--- config.mk ---
export PLATFORM = sky130hd
export DESIGN_NAME = ser_status_bank
export DESIGN_NICKNAME = d
export VERILOG_FILES = /design/src/core/ser_pkg.sv /design/src/core/ser_status_bank.sv /design/src/core/ser_event_reg.sv /design/src/core/ser_dec_conv.sv
export SDC_FILE = /design/constraint.sdc
export NUM_CORES = 1
export LEC_CHECK = 0
export ABC_AREA = 1
export BUFFER_PORTS_ARGS = -buffer_cell sky130_fd_sc_hd__buf_4
export CAP_MARGIN = 15
export CORE_MARGIN = 5
export CORE_UTILIZATION = 58
export CTS_BUF_LIST = sky130_fd_sc_hd__clkbuf_4 sky130_fd_sc_hd__clkbuf_8
export CTS_CLUSTER_SIZE = 24
export DETAILED_ROUTE_END_ITERATION = 8
export MAX_ROUTING_LAYER = met4
export PLACE_DENSITY_LB_ADDON = 0.15
export RECOVER_POWER = 25
export SKIP_CTS_REPAIR_TIMING = 1
export SLEW_MARGIN = 20
export SYNTH_ARGS = -nofsm -noshare
export SYNTH_HDL_FRONTEND = slang
export SYNTH_SLANG_ARGS = --single-unit
--- constraint.sdc ---
create_clock -name clk -period 1.8 [get_ports clk]
set_input_delay 0 -clock clk [delete_from_list [all_inputs] [get_ports clk]]
set_output_delay 0 -clock clk [all_outputs]
set_load 0.05 [all_outputs]
--- src/core/ser_pkg.sv ---
// constants for the status event register bank
package ser_pkg;
  localparam int REG_W = 16;
  // register select codes on the query port
  localparam logic [1:0] SEL_MEAS = 2'h0;
  localparam logic [1:0] SEL_QUES = 2'h1;
  localparam logic [1:0] SEL_OPER = 2'h2;
  // measurement event bit positions
  localparam int M_OVER = 0;
  localparam int M_LL1 = 1;
  localparam int M_HL1 = 2;
  localparam int M_LL2 = 3;
  localparam int M_HL2 = 4;
  localparam int M_RDY = 5;
  localparam int M_BAV = 7;
  localparam int M_BHALF = 8;
  localparam int M_BFULL = 9;
  localparam int M_UNDER = 11;
  localparam int M_FHIGH = 12;
  localparam int M_FLOW = 13;
  localparam int M_SHAPE = 14;
  // questionable event bit positions
  localparam int Q_TEMP = 4;
  localparam int Q_CAL = 8;
  localparam int Q_WARN = 14;
  // operation event bit positions
  localparam int O_MEAS = 4;
  localparam int O_TRIG = 5;
  localparam int O_IDLE = 10;
  // implemented bits of each register
  localparam logic [15:0] MEAS_USED = 16'h7bbf;
  localparam logic [15:0] QUES_USED = 16'h4110;
  localparam logic [15:0] OPER_USED = 16'h0430;
  localparam logic [15:0] REG_RESET = 16'h0000;
  localparam logic [15:0] MASK_RESET = 16'h0000;
  // decimal text: up to five digits
  localparam int DIGITS = 5;
  localparam logic [7:0] ASCII_ZERO = 8'h30;
  localparam logic [7:0] ASCII_LF = 8'h0a;
  typedef enum logic [1:0] {
    SER_IDLE = 2'b00,
    SER_CONV = 2'b01,
    SER_SEND = 2'b11,
    SER_TERM = 2'b10
  } ser_state_t;
endpackage : ser_pkg

--- src/core/ser_status_bank.sv ---
// status event register bank: measurement, questionable, operation
`timescale 1ns/1ps
// Function
// - reading an event register clears it in the cycle its value is captured; sets in that cycle survive
// - a query answers with the register value as decimal text
// - measurement bit 0 sets when a reading exceeds the range
// - measurement bits 1 and 2 set on first low and high limit
// - measurement bits 3 and 4 set on second low and high limit
// - measurement bit 5 sets when a reading is taken and processed
// - measurement bit 7 sets when the buffer holds two or more readings
// - measurement bit 8 sets when the buffer is half full
// - measurement bit 9 sets when the buffer is full
// - measurement bit 11 sets when a reading is too small for range
// - measurement bit 12 sets when distortion frequency is too high
// - measurement bit 13 sets when distortion frequency is too low
// - measurement bit 14 sets when frequency suits no shaping filter
// - questionable bit 4 sets on invalid reference junction measurement
// - questionable bit 8 sets on bad calibration constant; use default
// - calibration error clears after successful calibration
// - questionable bit 14 sets when a measurement command parameter is ignored
// - error indicator on while a questionable event stands, off when cleared
// - operation bit 4 sets while measuring
// - operation bit 5 sets while in trigger device action stage
// - operation bit 10 sets while idle
// - enable masks gate each register onto its summary output
module ser_status_bank (
  input wire logic clk,
  input wire logic reset,
  // condition inputs, from same-clock logic
  input wire logic readingOverRange,
  input wire logic belowFirstLowLimit,
  input wire logic aboveFirstHighLimit,
  input wire logic belowSecondLowLimit,
  input wire logic aboveSecondHighLimit,
  input wire logic readingReady,
  input wire logic [15:0] bufferCount,
  input wire logic [15:0] bufferCapacity,
  input wire logic readingUnderRange,
  input wire logic distortionFreqHigh,
  input wire logic distortionFreqLow,
  input wire logic shapingFilterError,
  input wire logic junctionInvalid,
  input wire logic calConstantBad,
  input wire logic calSuccess,
  input wire logic paramIgnored,
  input wire logic measuring,
  input wire logic triggerAction,
  input wire logic idle,
  // enable masks
  input wire logic [15:0] measEnable,
  input wire logic [15:0] quesEnable,
  input wire logic [15:0] operEnable,
  // query port
  input wire logic queryValid,
  input wire logic [1:0] querySel,
  input wire logic talkReady,
  output logic queryBusy,
  output logic charValid,
  output logic [7:0] charData,
  output logic charLast,
  output logic [15:0] queryValue,
  // indicators
  output logic errorIndicator,
  output logic useDefaultCal,
  output logic measSummary,
  output logic quesSummary,
  output logic operSummary
);
  typedef struct packed {
    ser_pkg::ser_state_t state;
    logic [1:0] sel;
    logic [15:0] value;
    logic [19:0] digits;
    logic [2:0] idx;
    logic leading;
    logic [7:0] data;
    logic valid;
    logic last;
    logic errLed;
    logic calDefault;
    logic measSum;
    logic quesSum;
    logic operSum;
    logic busy;
  } ser_top_t;
  ser_top_t r;
  ser_top_t next_r;

  logic [15:0] measSet;
  logic [15:0] quesSet;
  logic [15:0] operSet;
  logic [15:0] quesClear;
  logic [15:0] measVal;
  logic [15:0] quesVal;
  logic [15:0] operVal;
  logic measSumW;
  logic quesSumW;
  logic operSumW;
  logic measRc;
  logic quesRc;
  logic operRc;
  logic convStart;
  logic convDone;
  logic [19:0] convBcd;
  logic [16:0] twiceCount;
  logic [3:0] digit;

  assign twiceCount = {bufferCount, 1'b0};

  always_comb begin
    measSet = 16'h0000;
    measSet[ser_pkg::M_OVER] = readingOverRange;
    measSet[ser_pkg::M_LL1] = belowFirstLowLimit;
    measSet[ser_pkg::M_HL1] = aboveFirstHighLimit;
    measSet[ser_pkg::M_LL2] = belowSecondLowLimit;
    measSet[ser_pkg::M_HL2] = aboveSecondHighLimit;
    measSet[ser_pkg::M_RDY] = readingReady;
    measSet[ser_pkg::M_BAV] = bufferCount >= 16'h0002;
    measSet[ser_pkg::M_BHALF] = (bufferCapacity != 16'h0000) &&
      (twiceCount >= {1'b0, bufferCapacity});
    measSet[ser_pkg::M_BFULL] = (bufferCapacity != 16'h0000) &&
      (bufferCount >= bufferCapacity);
    measSet[ser_pkg::M_UNDER] = readingUnderRange;
    measSet[ser_pkg::M_FHIGH] = distortionFreqHigh;
    measSet[ser_pkg::M_FLOW] = distortionFreqLow;
    measSet[ser_pkg::M_SHAPE] = shapingFilterError;
    quesSet = 16'h0000;
    quesSet[ser_pkg::Q_TEMP] = junctionInvalid;
    quesSet[ser_pkg::Q_CAL] = calConstantBad;
    quesSet[ser_pkg::Q_WARN] = paramIgnored;
    quesClear = 16'h0000;
    quesClear[ser_pkg::Q_CAL] = calSuccess;
    operSet = 16'h0000;
    operSet[ser_pkg::O_MEAS] = measuring;
    operSet[ser_pkg::O_TRIG] = triggerAction;
    operSet[ser_pkg::O_IDLE] = idle;
  end

  // measurement events have no clearing condition besides a read
  ser_event_reg #(
    .USED(ser_pkg::MEAS_USED)
  ) measReg (
    .clk(clk),
    .reset(reset),
    .setBits(measSet),
    .clearBits(16'h0000),
    .readClear(measRc),
    .enableMask(measEnable),
    .value(measVal),
    .summary(measSumW)
  );
  // calibration success clears the calibration bit
  ser_event_reg #(
    .USED(ser_pkg::QUES_USED)
  ) quesReg (
    .clk(clk),
    .reset(reset),
    .setBits(quesSet),
    .clearBits(quesClear),
    .readClear(quesRc),
    .enableMask(quesEnable),
    .value(quesVal),
    .summary(quesSumW)
  );
  // operation events clear only on a read
  ser_event_reg #(
    .USED(ser_pkg::OPER_USED)
  ) operReg (
    .clk(clk),
    .reset(reset),
    .setBits(operSet),
    .clearBits(16'h0000),
    .readClear(operRc),
    .enableMask(operEnable),
    .value(operVal),
    .summary(operSumW)
  );

  ser_dec_conv conv (
    .clk(clk),
    .reset(reset),
    .start(convStart),
    .binIn(r.value),
    .done(convDone),
    .bcd(convBcd)
  );

  // snapshot taken and register cleared in the same cycle; new sets survive
  assign measRc = (r.state == ser_pkg::SER_IDLE) && queryValid &&
    (querySel == ser_pkg::SEL_MEAS);
  assign quesRc = (r.state == ser_pkg::SER_IDLE) && queryValid &&
    (querySel == ser_pkg::SEL_QUES);
  assign operRc = (r.state == ser_pkg::SER_IDLE) && queryValid &&
    (querySel == ser_pkg::SEL_OPER);

  always_comb begin
    next_r = r;
    convStart = 1'b0;
    digit = r.digits[19:16];
    next_r.measSum = measSumW;
    next_r.quesSum = quesSumW;
    next_r.operSum = operSumW;
    next_r.errLed = |quesVal;
    if (calConstantBad) begin
      next_r.calDefault = 1'b1;
    end else if (calSuccess) begin
      next_r.calDefault = 1'b0;
    end
    case (r.state)
      ser_pkg::SER_IDLE: begin
        if (queryValid && querySel != 2'h3) begin
          next_r.sel = querySel;
          case (querySel)
            ser_pkg::SEL_MEAS: next_r.value = measVal;
            ser_pkg::SEL_QUES: next_r.value = quesVal;
            default: next_r.value = operVal;
          endcase
          next_r.state = ser_pkg::SER_CONV;
        end
      end
      ser_pkg::SER_CONV: begin
        // first cycle here starts the converter
        if (r.idx == 3'h0 && !r.leading) begin
          convStart = 1'b1;
          next_r.leading = 1'b1;
        end else if (convDone) begin
          next_r.digits = convBcd;
          next_r.idx = 3'h0;
          next_r.state = ser_pkg::SER_SEND;
        end
      end
      ser_pkg::SER_SEND: begin
        // decimal text, leading zeros dropped, at least one digit
        if (!r.valid || talkReady) begin
          next_r.valid = 1'b0;
          if (r.leading && digit == 4'h0 && r.idx != 3'(ser_pkg::DIGITS - 1)) begin
            next_r.digits = {r.digits[15:0], 4'h0};
            next_r.idx = r.idx + 3'h1;
          end else begin
            next_r.leading = 1'b0;
            next_r.valid = 1'b1;
            next_r.data = ser_pkg::ASCII_ZERO + {4'h0, digit};
            next_r.digits = {r.digits[15:0], 4'h0};
            next_r.idx = r.idx + 3'h1;
            if (r.idx == 3'(ser_pkg::DIGITS - 1)) begin
              next_r.state = ser_pkg::SER_TERM;
            end
          end
        end
      end
      ser_pkg::SER_TERM: begin
        if (talkReady) begin
          if (r.last) begin
            next_r.valid = 1'b0;
            next_r.last = 1'b0;
            next_r.idx = 3'h0;
            next_r.leading = 1'b0;
            next_r.state = ser_pkg::SER_IDLE;
          end else begin
            next_r.data = ser_pkg::ASCII_LF;
            next_r.last = 1'b1;
            next_r.valid = 1'b1;
          end
        end
      end
      default: next_r.state = ser_pkg::SER_IDLE;
    endcase
    // busy flag registered so the port comes straight from a flop
    next_r.busy = next_r.state != ser_pkg::SER_IDLE;
    if (reset) begin
      next_r = '0;
      next_r.state = ser_pkg::SER_IDLE;
    end
  end

  always_ff @(posedge clk) begin
    r <= next_r;
  end

  assign queryBusy = r.busy;
  assign charValid = r.valid;
  assign charData = r.data;
  assign charLast = r.last;
  assign queryValue = r.value;
  assign errorIndicator = r.errLed;
  assign useDefaultCal = r.calDefault;
  assign measSummary = r.measSum;
  assign quesSummary = r.quesSum;
  assign operSummary = r.operSum;
endmodule : ser_status_bank

--- src/core/ser_event_reg.sv ---
// one latched event register with read clear and enable mask
`timescale 1ns/1ps
module ser_event_reg #(
  parameter logic [15:0] USED = 16'hffff
) (
  input wire logic clk,
  input wire logic reset,
  input wire logic [15:0] setBits,
  input wire logic [15:0] clearBits,
  input wire logic readClear,
  input wire logic [15:0] enableMask,
  output logic [15:0] value,
  output logic summary
);
  typedef struct packed {
    logic [15:0] bits;
    logic sum;
  } ser_er_t;
  ser_er_t r;
  ser_er_t next_r;

  always_comb begin
    next_r = r;
    // set wins over clear; unused bits forced to zero
    if (readClear) begin
      next_r.bits = ser_pkg::REG_RESET;
    end
    next_r.bits = (next_r.bits & ~clearBits) | (setBits & USED);
    next_r.sum = |(next_r.bits & enableMask);
    if (reset) begin
      next_r.bits = ser_pkg::REG_RESET;
      next_r.sum = 1'b0;
    end
  end

  always_ff @(posedge clk) begin
    r <= next_r;
  end

  assign value = r.bits;
  assign summary = r.sum;
endmodule : ser_event_reg

--- src/core/ser_dec_conv.sv ---
// 16-bit binary to five decimal digits by sequential double dabble
`timescale 1ns/1ps
module ser_dec_conv (
  input wire logic clk,
  input wire logic reset,
  input wire logic start,
  input wire logic [15:0] binIn,
  output logic done,
  output logic [19:0] bcd
);
  typedef struct packed {
    logic [15:0] shift;
    logic [19:0] acc;
    logic [4:0] count;
    logic busy;
    logic done;
  } ser_dc_t;
  ser_dc_t r;
  ser_dc_t next_r;
  logic [19:0] adj;

  always_comb begin
    next_r = r;
    next_r.done = 1'b0;
    adj = r.acc;
    for (int i = 0; i < 5; i++) begin
      if (adj[i*4 +: 4] > 4'h4) begin
        adj[i*4 +: 4] = adj[i*4 +: 4] + 4'h3;
      end
    end
    if (start) begin
      next_r.shift = binIn;
      next_r.acc = 20'h00000;
      next_r.count = 5'h10;
      next_r.busy = 1'b1;
    end else if (r.busy) begin
      next_r.acc = {adj[18:0], r.shift[15]};
      next_r.shift = {r.shift[14:0], 1'b0};
      next_r.count = r.count - 5'h01;
      if (r.count == 5'h01) begin
        next_r.busy = 1'b0;
        next_r.done = 1'b1;
      end
    end
    if (reset) begin
      next_r = '0;
    end
  end

  always_ff @(posedge clk) begin
    r <= next_r;
  end

  assign done = r.done;
  assign bcd = r.acc;
endmodule : ser_dec_conv

Word-level counts from Yosys, hierarchy flattened:

Index checks and enable logic that the tools add are counted.

* equal/unequal tests: 17
* reductions and logical operators: 37
* multiplexer cells: 37
* $add $sub $neg: 8
* bitwise operators: 9
* order comparisons: 8

Operator list (count)
* $and 16x16->16: 4
* $reduce_or 16->1: 4
* $mux 16: 3
* $mux 23: 2
* $mux 43: 1
* $mux 42: 1
* $pmux 20 s2: 1
* $mux 33: 1
* $or 16x15->16: 2
* $pmux 16 s2: 1
* $gt 4x3->1 const B: 5
* $mux 20: 1
* $mux 4: 5
* $mux 2: 9
* $pmux 9 s2: 1
* $ge 17x16->1: 1
* $add 4x2->4 const B: 4
* $ge 16x16->1: 1
* $ge 16x2->1 const B: 1
* $ne 2x2->1 const B: 8
* $not 9->16: 1
* $or 16x11->16: 1
* $reduce_bool 16->1: 1
* $mux 14: 1
* 32 further kinds: 56

* input bits: 103
* output and inout bits: 32
* register bits: 154
* word-level logic and storage cells: 143

Depth between registers and ports, before layout:

Gate-level depths: netlist (run 1).

* word-level depth: 8
* depth in mapped cells: 16
* gate-level depth less buffers: 16

By module:

A second synthesis (run 1) with hierarchy kept.

* cell total of the unflattened synthesis: 1171
* area, all modules: 8605.8 um^2

By module, submodules not included
* ser_status_bank: cells each 524, area an instance 3732.3 um^2, seq. area each 1101.1 um^2, instances 1
* ser_dec_conv: cells each 329, area an instance 2484.9 um^2, seq. area each 860.8 um^2, instances 1
* ser_event_reg at measReg: cells each 115, area an instance 858.3 um^2, seq. area each 340.3 um^2, instances 1
* ser_event_reg at quesReg: cells each 102, area an instance 795.8 um^2, seq. area each 340.3 um^2, instances 1
* ser_event_reg at operReg: cells each 101, area an instance 734.5 um^2, seq. area each 340.3 um^2, instances 1

Worst setup path after synthesis (run 1):

Ideal clock, no wire load.

* path kind: register to register
* start: register r, in the netlist charValid
* end: register r, in the netlist digit[0]
* period minus slack after synthesis: 1.586 ns
* path buffers: 1
* data required time: 1.681 ns
* data arrival time: 1.467 ns
* library setup time: 0.119 ns
* stages on the path, launching flop included: 9
* slack: 0.214 ns
* path through: dfxtp_1 > nand2_1 > nor2_1 > nor2_1 > nand2_2 > inv_2 > nand2_4 > buf_2 > a21oi_1

* word-level cells in the longest chain between the ends: 4

RTL lines
* from (decl): line ser_status_bank.sv:86 `ser_top_t r;`
* from (signal assigned): line ser_status_bank.sv:277 `r <= next_r;`
* $logic_not 1->1: line ser_status_bank.sv:234 `if (!r.valid || talkReady) begin`
* $logic_or 1x1->1: line ser_status_bank.sv:234
* $ne 2x2->1 (no line)
* $reduce_and 4->1 (no line)

Every way passes these cells.
A chain may end at the register's enable or synchronous reset.

Final worst setup path (run 1):

* start: register r[58] in the netlist's numbering
* end: register quesReg.r, in the netlist quesReg.summary

* word-level cells in the longest chain between the ends: 8

RTL lines
* $logic_not 2->1: line ser_status_bank.sv:191 `assign quesRc = (r.state == ser_pkg::SER_IDLE) && queryValid &&`
* $logic_and 1x1->1 (2 in series): line ser_status_bank.sv:191
* $mux 16: line ser_event_reg.sv:25 `if (readClear) begin`
* $and 16x16->16: line ser_event_reg.sv:28 `next_r.bits = (next_r.bits & ~clearBits) | (setBits & USED);`
* $or 16x15->16: line ser_event_reg.sv:28
* $and 16x16->16: line ser_event_reg.sv:29 `next_r.sum = |(next_r.bits & enableMask);`
* $reduce_or 16->1: line ser_event_reg.sv:29
* to (signal assigned): line ser_event_reg.sv:37 `r <= next_r;`
* to (decl): line ser_event_reg.sv:19 `ser_er_t r;`

Every way passes these cells.

==> run metrics, run 1 <==
number of clock sinks 149; Post-Route Utilization 72.8%; insertion delay of the later-clocked pin in the worst-skew pair 450 ps; FF+latch count, synth 149; met3 track utilization from global routing 5.07%; multi-input combinational cell area 3920 um2; die extent in y 125 um; worst slack on hold paths -57.0 ps; library cell with the highest instance count after synthesis sky130_fd_sc_hd__nand2_1; run status finished, violations left; kind of capture point of the worst setup path register; mean number of vias per cell 5.23; Pre-Repair DR Iteration Count 6; Rows 42; top-level port count 135; number of buffers added by the clock tree synthesis step 17; Mapped Cells 1083; primary flip-flop cell chosen by synthesis mapping sky130_fd_sc_hd__dfxtp_1; data arrival time of the critical path 2020 ps; Total GRT Usage 25.4%; final period demand of the worst path 1710 ps; net count reported at finish 1374; global-route track usage on met1 33.0%; startpoint type of the worst setup path register; remaining global-route overflow 0; DRT Wirelength 20500 um; via count of the first global-routing pass 6829; Post-synth EDFFs 0; Async S/R FF share, synth 0%; wire length of the first global-routing pass 32100 um; number of remaining DRC errors 0; P&R area growth vs syn 23.7%; RSZ-0062 raised after global routing yes; type of the worst setup path reg -> reg; Die W 125 um; post-synthesis average cell area 7.14 um2; total number of vias 7394; Lkg Pwr 0.00425 uW; max frequency 586 MHz; largest net degree at the start of global routing 48; non-filler instance count after layout 1415; share of the clock period used by the worst path 94.8%; worst-case vdd ir drop 591 uV; cell chosen for the clock root sky130_fd_sc_hd__clkbuf_8; required time at the worst-slack endpoint 2120 ps; worst-path maximum fanout 15; global-route layer with the greatest usage met2; failing checks hold timing; Inst Count DP 1344; clock tree buffer depth 2; Final setup violation count 0; power density over the cells 886 nW/um2; number of buffers added on ports 132; remaining antenna violation count 0; share of layout cells above drive strength 1 17.4%; placer congestion estimate 0.887; total count of hold-check failures in the final report 3; Synth cell types 41; dpl hpwl 14800 um; register-to-register setup slack 90 ps; biggest area contributors in the synthesized netlist sky130_fd_sc_hd__dfxtp_1, sky130_fd_sc_hd__nand2_1, sky130_fd_sc_hd__ha_1, sky130_fd_sc_hd__inv_1, sky130_fd_sc_hd__nor2_1; 1st-iter DRT viols 671; starting density of the core 58.8%; Std-Cell Core Area 13100 um2; CTS tree yes; Fin Clk Skew 10.3 ps; CTS clk-pin slew, worst paths 80 ps; max_cap viols 0; cell taking the most area after synthesis sky130_fd_sc_hd__dfxtp_1; n_diodes 0; summed instance area of the synthesized netlist 7730 um2; routed len/inst 14.5 um; Die Area 15700 um2; count of pins over their slew limit 0; register area 2980 um2; initial antenna violation count 0; kind of path behind the tightest hold check in -> reg; filler instances 1080; register area share after synthesis 38.6%; Yosys warning count 0; met2 routing resource usage after global routing 40.6%; H-tree level count 4; fraction of post-synthesis cell area in the top cell type by area 38.6%; Synth top cells by count sky130_fd_sc_hd__nand2_1, sky130_fd_sc_hd__dfxtp_1, sky130_fd_sc_hd__inv_1
==> final timing paths <==
| check | from | depth (start not counted) | end |
|---|---|---|---|
| worst max register to register | r[58] | 8 | quesReg.summary |
| worst min register to register | operReg.summary | 2 | operSummary |
| worst max-delay path | r[58] | 8 | quesReg.summary |
| worst min-delay path | measEnable[10] | 7 | measReg.summary |
==> cell usage in the layout, fill, tap and decap left out, types with 16 or more instances in the layout <==
cell type                       netlist  routed
sky130_fd_sc_hd__dfxtp_1            149     148
sky130_fd_sc_hd__nor2_1             113     113
sky130_fd_sc_hd__a21oi_1             83      83
sky130_fd_sc_hd__nor3_1              17      16
sky130_fd_sc_hd__dlygate4sd3_1        0      34
sky130_fd_sc_hd__buf_4               24     155
sky130_fd_sc_hd__nand2_1            254     253
sky130_fd_sc_hd__nand3_1             53      52
sky130_fd_sc_hd__o21ai_0             58      58
sky130_fd_sc_hd__ha_1                45      45
sky130_fd_sc_hd__inv_1              121     121
sky130_fd_sc_hd__clkbuf_8             0      21
==> per-layer routing <==
metal  wire length (um)  vias up
met4                234        0
met2              10000      219
met1               9100     3370
li1                   -     3783
met5                  0        -
met3               1190       22
==> area by class of cell <==
type	instances	area share, %
clock buffers	23	3.18
repair buffers	191	16.0
multi-input cells	739	41.0
well taps	176	2.30
clock inverters	9	1.30
inverters	128	5.03
flip-flops and latches	149	31.2
==> stage by stage <==
step                power, uW  setup TNS [ps]  hold slack (ps)  area [um2]  setup WS [ps]
finish                   8470               0            -57.0        9560           93.4
global route             8890            -311            -9.93        9560          -51.3
global placement         5600               0              225        8700            136
CTS                      8360               0             -253        9130           49.5
floorplan                5090               0              128        7730            214
detailed placement       5640               0              225        8700           86.5
==> power breakdown <==
part	internal (uW)	switching [uW]	total (uW)	leakage (uW)
combinational	762	1230	1990	0.00281
sequential	3540	181	3720	0.00122
clock	1540	1230	2770	0.000226
total	5840	2630	8470	0.00425
==> cells by family (layout without fill, tap and decap cells) <==
group                    after synthesis  after routing  synth area share [%]
other                                  1              2                0.0485
adder cells (fa/ha/maj)               45             45                  7.29
AO/OA/AOI/OAI                        207            207                  15.2
buffers and inverters                197            351                  11.4
flip-flops                           149            149                  38.6
AND/OR/NAND/NOR                      470            471                  25.9
XOR/XNOR                              14             14                  1.59
==> critical path, cell delays in order (launching register included) <==
cell and delay (ps):
sky130_fd_sc_hd__dfxtp_1 350, sky130_fd_sc_hd__nor2_4 250, sky130_fd_sc_hd__nand2_4 100, sky130_fd_sc_hd__nor2_4 300, sky130_fd_sc_hd__nor3b_1 90, sky130_fd_sc_hd__nor3_1 230
sky130_fd_sc_hd__nand3_1 110, sky130_fd_sc_hd__nor2_1 100, sky130_fd_sc_hd__nor2_1 40
==> registers in the layout, summed over array words and instances, names as in the netlist, 4 cells and up <==
| register | cells |
|---|---|
| digit | 4 |
| queryValue | 16 |
| r | 22 |
| conv.r | 22 |
| conv.bcd | 20 |
| measReg.value | 16 |
| quesReg.value | 16 |
| operReg.value | 16 |
| charData | 5 |
Power figures use the tool's default switching activity.
==> inputs of run 2 (changes only) <==
--- a/config.mk
+++ b/config.mk
@@ -9,7 +9,7 @@
 export BUFFER_PORTS_ARGS = -buffer_cell sky130_fd_sc_hd__buf_4
 export CAP_MARGIN = 15
 export CORE_MARGIN = 5
-export CORE_UTILIZATION = 58
+export CORE_UTILIZATION = 60
 export CTS_BUF_LIST = sky130_fd_sc_hd__clkbuf_4 sky130_fd_sc_hd__clkbuf_8
 export CTS_CLUSTER_SIZE = 24
 export DETAILED_ROUTE_END_ITERATION = 8
==> constraint.sdc (replaced) <==
create_clock -name clk -period 2.2 [get_ports clk]
set_input_delay 0 -clock clk [delete_from_list [all_inputs] [get_ports clk]]
set_output_delay 0 -clock clk [all_outputs]
set_load 0.05 [all_outputs]
==> run 2 against run 1 <==
The run still ends with hold timing left; flip-flop and latch count stayed put; non-clock buffer count down 13; global-route usage grew 1.5 points; total power decreased by 19%; worst setup slack improved by 170 ps; clock power is 15% lower; maximum frequency is 12% lower; first-iteration DRC count shrank 9.4%; highest routed layer unchanged.
==> run metrics, run 2 (synthesis gave the netlist of run 1 again) <==
cell count of the worst reg-to-reg path 10; Rows 41; RSZ-0062 raised after global routing no; Pre-Repair DR Iteration Count 5; Fin Clk Skew 9.69 ps; run status finished, violations left; insertion delay of the later-clocked pin in the worst-skew pair 450 ps; initial antenna violation count 0; failing checks hold timing; placer congestion estimate 0.891; number of buffers added by the clock tree synthesis step 17; crit path setup slack, layout 259 ps; Critical R2R Capture quesReg.summary; n_diodes 0; Fin Setup TNS 0 ps; Die W 123 um; total count of hold-check failures in the final report 3; kind of path behind the tightest hold check in -> reg; remaining antenna violation count 0; 1st-iter DRT viols 608; Total GRT Usage 26.9%; number of clock sinks 149; max_cap viols 0; CTS tree yes; capture point of the worst path quesReg.summary; worst-path maximum fanout 14; overall power 6890 uW; worst setup path start r[58]; register area 2980 um2; startpoint of the lowest-slack register-to-register path r[58]; power density over the cells 741 nW/um2; total number of vias 7441; count of pins over their slew limit 0; remaining global-route overflow 0; worst slack on hold paths -32.2 ps; net count reported at finish 1360; Lkg Pwr 0.00404 uW; worst rel slew slack 36.2%; Inst Count DP 1335; wire length of the first global-routing pass 31700 um; P&R area growth vs syn 20.2%; filler instances 1032; register-to-register setup slack 260 ps; clock tree buffer depth 2; dpl hpwl 14600 um; Die Area 15300 um2; cell chosen for the clock root sky130_fd_sc_hd__clkbuf_8; transition at the pin with the smallest max-transition slack 953 ps; Std-Cell Core Area 12600 um2; mean number of vias per cell 5.33; kind of capture point of the worst setup path register; non-filler instance count after layout 1397; startpoint type of the worst setup path register; die extent in y 123 um; CTS clk-pin slew, worst paths 80 ps; final period demand of the worst path 1940 ps; share of the clock period used by the worst path 88.2%; via count of the first global-routing pass 6706; type of the worst setup path reg -> reg; max frequency 515 MHz; worst setup slack before clock tree synthesis 236 ps; multi-input combinational cell area 3860 um2; number of remaining DRC errors 0; worst-case vdd ir drop 441 uV; top-level port count 135; starting density of the core 61.2%; DRT Wirelength 19800 um; largest net degree at the start of global routing 62; Final setup violation count 0; required time at the worst-slack endpoint 2500 ps; top library cells by usage in the layout, fill and taps aside sky130_fd_sc_hd__nand2_1, sky130_fd_sc_hd__dfxtp_1, sky130_fd_sc_hd__inv_1; routed len/inst 14.2 um; data arrival time of the critical path 2240 ps; H-tree level count 4; most frequent standard cell in the layout excluding fill and tap cells sky130_fd_sc_hd__nand2_1; number of buffers added on ports 132; share of layout cells above drive strength 1 13.8%
-- run 2: worst min path at each step --
| stage | startpoint | endpoint | slack [ps] | cells past startpoint |
|---|---|---|---|---|
| final | quesEnable[6] | quesReg.summary | -30 | 5 |
| after global routing | quesEnable[6] | quesReg.summary | 10 | 5 |
| after detailed placement | aboveFirstHighLimit | measReg.value[2] | 240 | 3 |
| after CTS | aboveFirstHighLimit | measReg.value[2] | -250 | 3 |
| after global placement | aboveFirstHighLimit | measReg.value[2] | 240 | 3 |
| after floorplan | aboveFirstHighLimit | measReg.value[2] | 130 | 2 |
-- run 2: per-stage QoR --
step / area (um2) / util (%)
4_1_cts: 9110 / 72.2
5_1_grt: 9290 / 73.6
2_1_floorplan: 7730 / -
6_report: 9290 / 73.6
3_3_place_gp: 8660 / 68.6
3_5_place_dp: 8660 / 68.6
-- run 2: power by group --
part           internal (uW)  total, uW  switching (uW)
clock network           1320       2350            1020
logic                    535       1500             963
registers               2890       3050             152
-- run 2: final cells by class --
type	count	share of cell area, %
multi-input cells	738	41.5
clock inverters	12	1.90
inverters	128	5.17
well taps	172	2.32
flip-flops and latches	149	32.1
repair buffers	178	14.0
clock buffers	20	2.96
-- run 2: critical path: stages, from the launching register on --
cell and delay, ps:
sky130_fd_sc_hd__dfxtp_2 400, sky130_fd_sc_hd__nor2_1 250, sky130_fd_sc_hd__nand2_4 100, sky130_fd_sc_hd__inv_1 110
sky130_fd_sc_hd__nand2_1 280, sky130_fd_sc_hd__nand3_1 170, sky130_fd_sc_hd__nand2_1 60, sky130_fd_sc_hd__nor3_1 190
sky130_fd_sc_hd__nand3_1 90, sky130_fd_sc_hd__nor2_1 90, sky130_fd_sc_hd__nor2_1 50
-- run 2: routing by layer --
metal  global-route usage, %  wire length (um)  vias up
met5                       -                 0        -
met4                    6.44               255        0
met3                    7.23              1510       30
met2                    40.8              9340      286
met1                    36.0              8740     3365
li1                        -                 -     3760
==> inputs of run 3 (changes only) <==
--- a/config.mk
+++ b/config.mk
@@ -6,13 +6,13 @@
 export NUM_CORES = 1
 export LEC_CHECK = 0
 export ABC_AREA = 1
-export BUFFER_PORTS_ARGS = -buffer_cell sky130_fd_sc_hd__buf_4
 export CAP_MARGIN = 15
 export CORE_MARGIN = 5
 export CORE_UTILIZATION = 60
 export CTS_BUF_LIST = sky130_fd_sc_hd__clkbuf_4 sky130_fd_sc_hd__clkbuf_8
 export CTS_CLUSTER_SIZE = 24
 export DETAILED_ROUTE_END_ITERATION = 8
+export DONT_BUFFER_PORTS = 1
 export MAX_ROUTING_LAYER = met4
 export PLACE_DENSITY_LB_ADDON = 0.15
 export RECOVER_POWER = 25
==> constraint.sdc (replaced) <==
create_clock -name clk -period 2.2 [get_ports clk]
set_input_delay 0.11 -clock clk [delete_from_list [all_inputs] [get_ports clk]]
set_output_delay 0.11 -clock clk [all_outputs]
set_load 0.05 [all_outputs]
==> run 3 against run 2 <==
The run still ends with hold timing left; worst setup slack got worse by 45 ps; global-route usage fell by 1.9 points; cell area fell by 9.8%; maximum frequency down 2.3%; combinational power shrank 21%; non-clock buffer count decreased by 127; highest routed layer unchanged; hold slack worse by 14 ps; total power shrank 8.1%.
==> run metrics, run 3 (synthesis gave the netlist of run 1 again) <==
run status finished, violations left; failing checks hold timing; met3 track utilization from global routing 9.33%; CTS tree yes; largest net degree at the start of global routing 93; Clk pwr share 31.1%; RSZ-0062 raised after global routing no; transition at the pin with the smallest max-transition slack 1200 ps; kind of capture point of the worst setup path register; kind of cell adding the most delay to the critical path simple AND/OR/NAND/NOR gates; global-route track usage on met1 32.9%; required time at the worst-slack endpoint 2520 ps; crit-path cells nor2_4, nand2_4, inv_2, nand3_2, a21o_1, a21oi_1, nand3_1, nor2_1, nor2_1; most frequent standard cell in the layout excluding fill and tap cells sky130_fd_sc_hd__nand2_1; Lkg Pwr 0.00351 uW; library cell appearing most often on the critical path sky130_fd_sc_hd__nor2_1; Fin Clk Skew 14.6 ps; Std-Cell Core Area 12600 um2; 1st-iter DRT viols 566; remaining global-route overflow 0; CTS clk-pin slew, worst paths 80 ps; Rows 41; logic gate share of total power 18.6%; total number of vias 6866; P&R area growth vs syn 8.43%; share of the clock period used by the worst path 90.3%; remaining antenna violation count 0; Die W 123 um; share of layout cells above drive strength 1 6.38%; max incr delay on CP 390 ps; critical path depth 9; H-tree level count 4; wire length of the first global-routing pass 29400 um; standard cell with the maximum stage delay on the critical path sky130_fd_sc_hd__dfxtp_1; dpl hpwl 13700 um; crit path setup slack, layout 214 ps; worst setup path start r[59]; worst rel slew slack 19.8%; number of clock sinks 149; Internal Pwr Total 4300 uW; die extent in y 123 um; data arrival time of the critical path 2310 ps; cell count of the worst reg-to-reg path 9; total net switching power 2030 uW; routed len/inst 14.9 um; filler instances 1149; Switching Fraction 32.0%; net count reported at finish 1233; clock tree buffer depth 2; Total GRT Usage 25.0%; number of buffers added by the clock tree synthesis step 17; Pre-Repair DR Iteration Count 6; worst setup slack before clock tree synthesis 366 ps; worst-path maximum fanout 23; count of pins over their slew limit 0; Fin Setup TNS 0 ps; number of buffers added on ports 0; Die Area 15300 um2; sequential cell fraction of total power 50.4%; kind of path behind the tightest hold check in -> reg; insertion delay of the later-clocked pin in the worst-skew pair 440 ps; number of remaining DRC errors 0; total count of hold-check failures in the final report 2; top library cells by usage in the layout, fill and taps aside sky130_fd_sc_hd__nand2_1, sky130_fd_sc_hd__dfxtp_1, sky130_fd_sc_hd__inv_1; type of the worst setup path reg -> reg; Worst Min Path Start quesEnable[6]; max_cap viols 0; top-level port count 135; met2 routing resource usage after global routing 36.8%; max frequency 504 MHz; worst slack on hold paths -46.2 ps; worst path bufs/invs 1; starting density of the core 61.2%; global-route layer with the greatest usage met2; power density over the cells 756 nW/um2; initial antenna violation count 2; final period demand of the worst path 1990 ps; DRT Wirelength 18900 um; Final setup violation count 0; startpoint of the lowest-slack register-to-register path r[59]; startpoint type of the worst setup path register; placer congestion estimate 0.881; worst-case vdd ir drop 459 uV; cell chosen for the clock root sky130_fd_sc_hd__clkbuf_8; mean number of vias per cell 5.40; count of cells along the worst hold path 4; via count of the first global-routing pass 6152
==> run 3: final cells by class <==
type,count,area (um2),area share [%]
sequential,149,2980,35.6
tap,172,215,2.57
clock buffer,24,293,3.49
inverter,128,480,5.73
antenna,2,5.00,0.0597
clock inverter,8,77.6,0.926
multi-input combinational,738,3870,46.2
timing repair buffer,51,457,5.45
==> run 3: through the flow <==
step / instances / power, uW / cell area (um2) / util (%)
after floorplan: 1084 / 4170 / 7730 / -
after global placement: 1208 / 4320 / 7710 / 61.1
after detailed placement: 1208 / 4340 / 7710 / 61.1
after CTS: 1240 / 6300 / 8080 / 64.0
after global routing: 1272 / 6680 / 8380 / 66.4
final: 1272 / 6330 / 8380 / 66.4
==> run 3: worst reg2reg max path, cell delays in order (launching register included) <==
cell and delay [ps]:
sky130_fd_sc_hd__dfxtp_1 390, sky130_fd_sc_hd__nor2_4 220, sky130_fd_sc_hd__nand2_4 100, sky130_fd_sc_hd__inv_2 80
sky130_fd_sc_hd__nand3_2 330, sky130_fd_sc_hd__a21o_1 320, sky130_fd_sc_hd__a21oi_1 180, sky130_fd_sc_hd__nand3_1 90
sky130_fd_sc_hd__nor2_1 110, sky130_fd_sc_hd__nor2_1 40
==> run 3: worst paths after layout <==
| kind | to | slack, ps |
|---|---|---|
| worst max-delay path | operReg.summary | 210 |
| worst min-delay path | quesReg.summary | -50 |
| worst max register to register | operReg.summary | 210 |
| worst min register to register | measSummary | 420 |
==> run 3: power by group through the flow <==
stage               Clock [uW]  Combinational (uW)  Sequential [uW]
floorplan                    0                1070             3090
finish                    1970                1180             3190
global placement             0                1070             3250
CTS                       2010                1100             3190
global route              2130                1340             3210
detailed placement           0                1090             3250
==> run 3: layer usage <==
| metal | vias up | part of all wire, % |
|---|---|---|
| li1 | 3523 | - |
| met1 | 3074 | 46 |
| met2 | 243 | 44 |
| met3 | 26 | 8.4 |
| met4 | 0 | 1.5 |
| met5 | - | 0 |
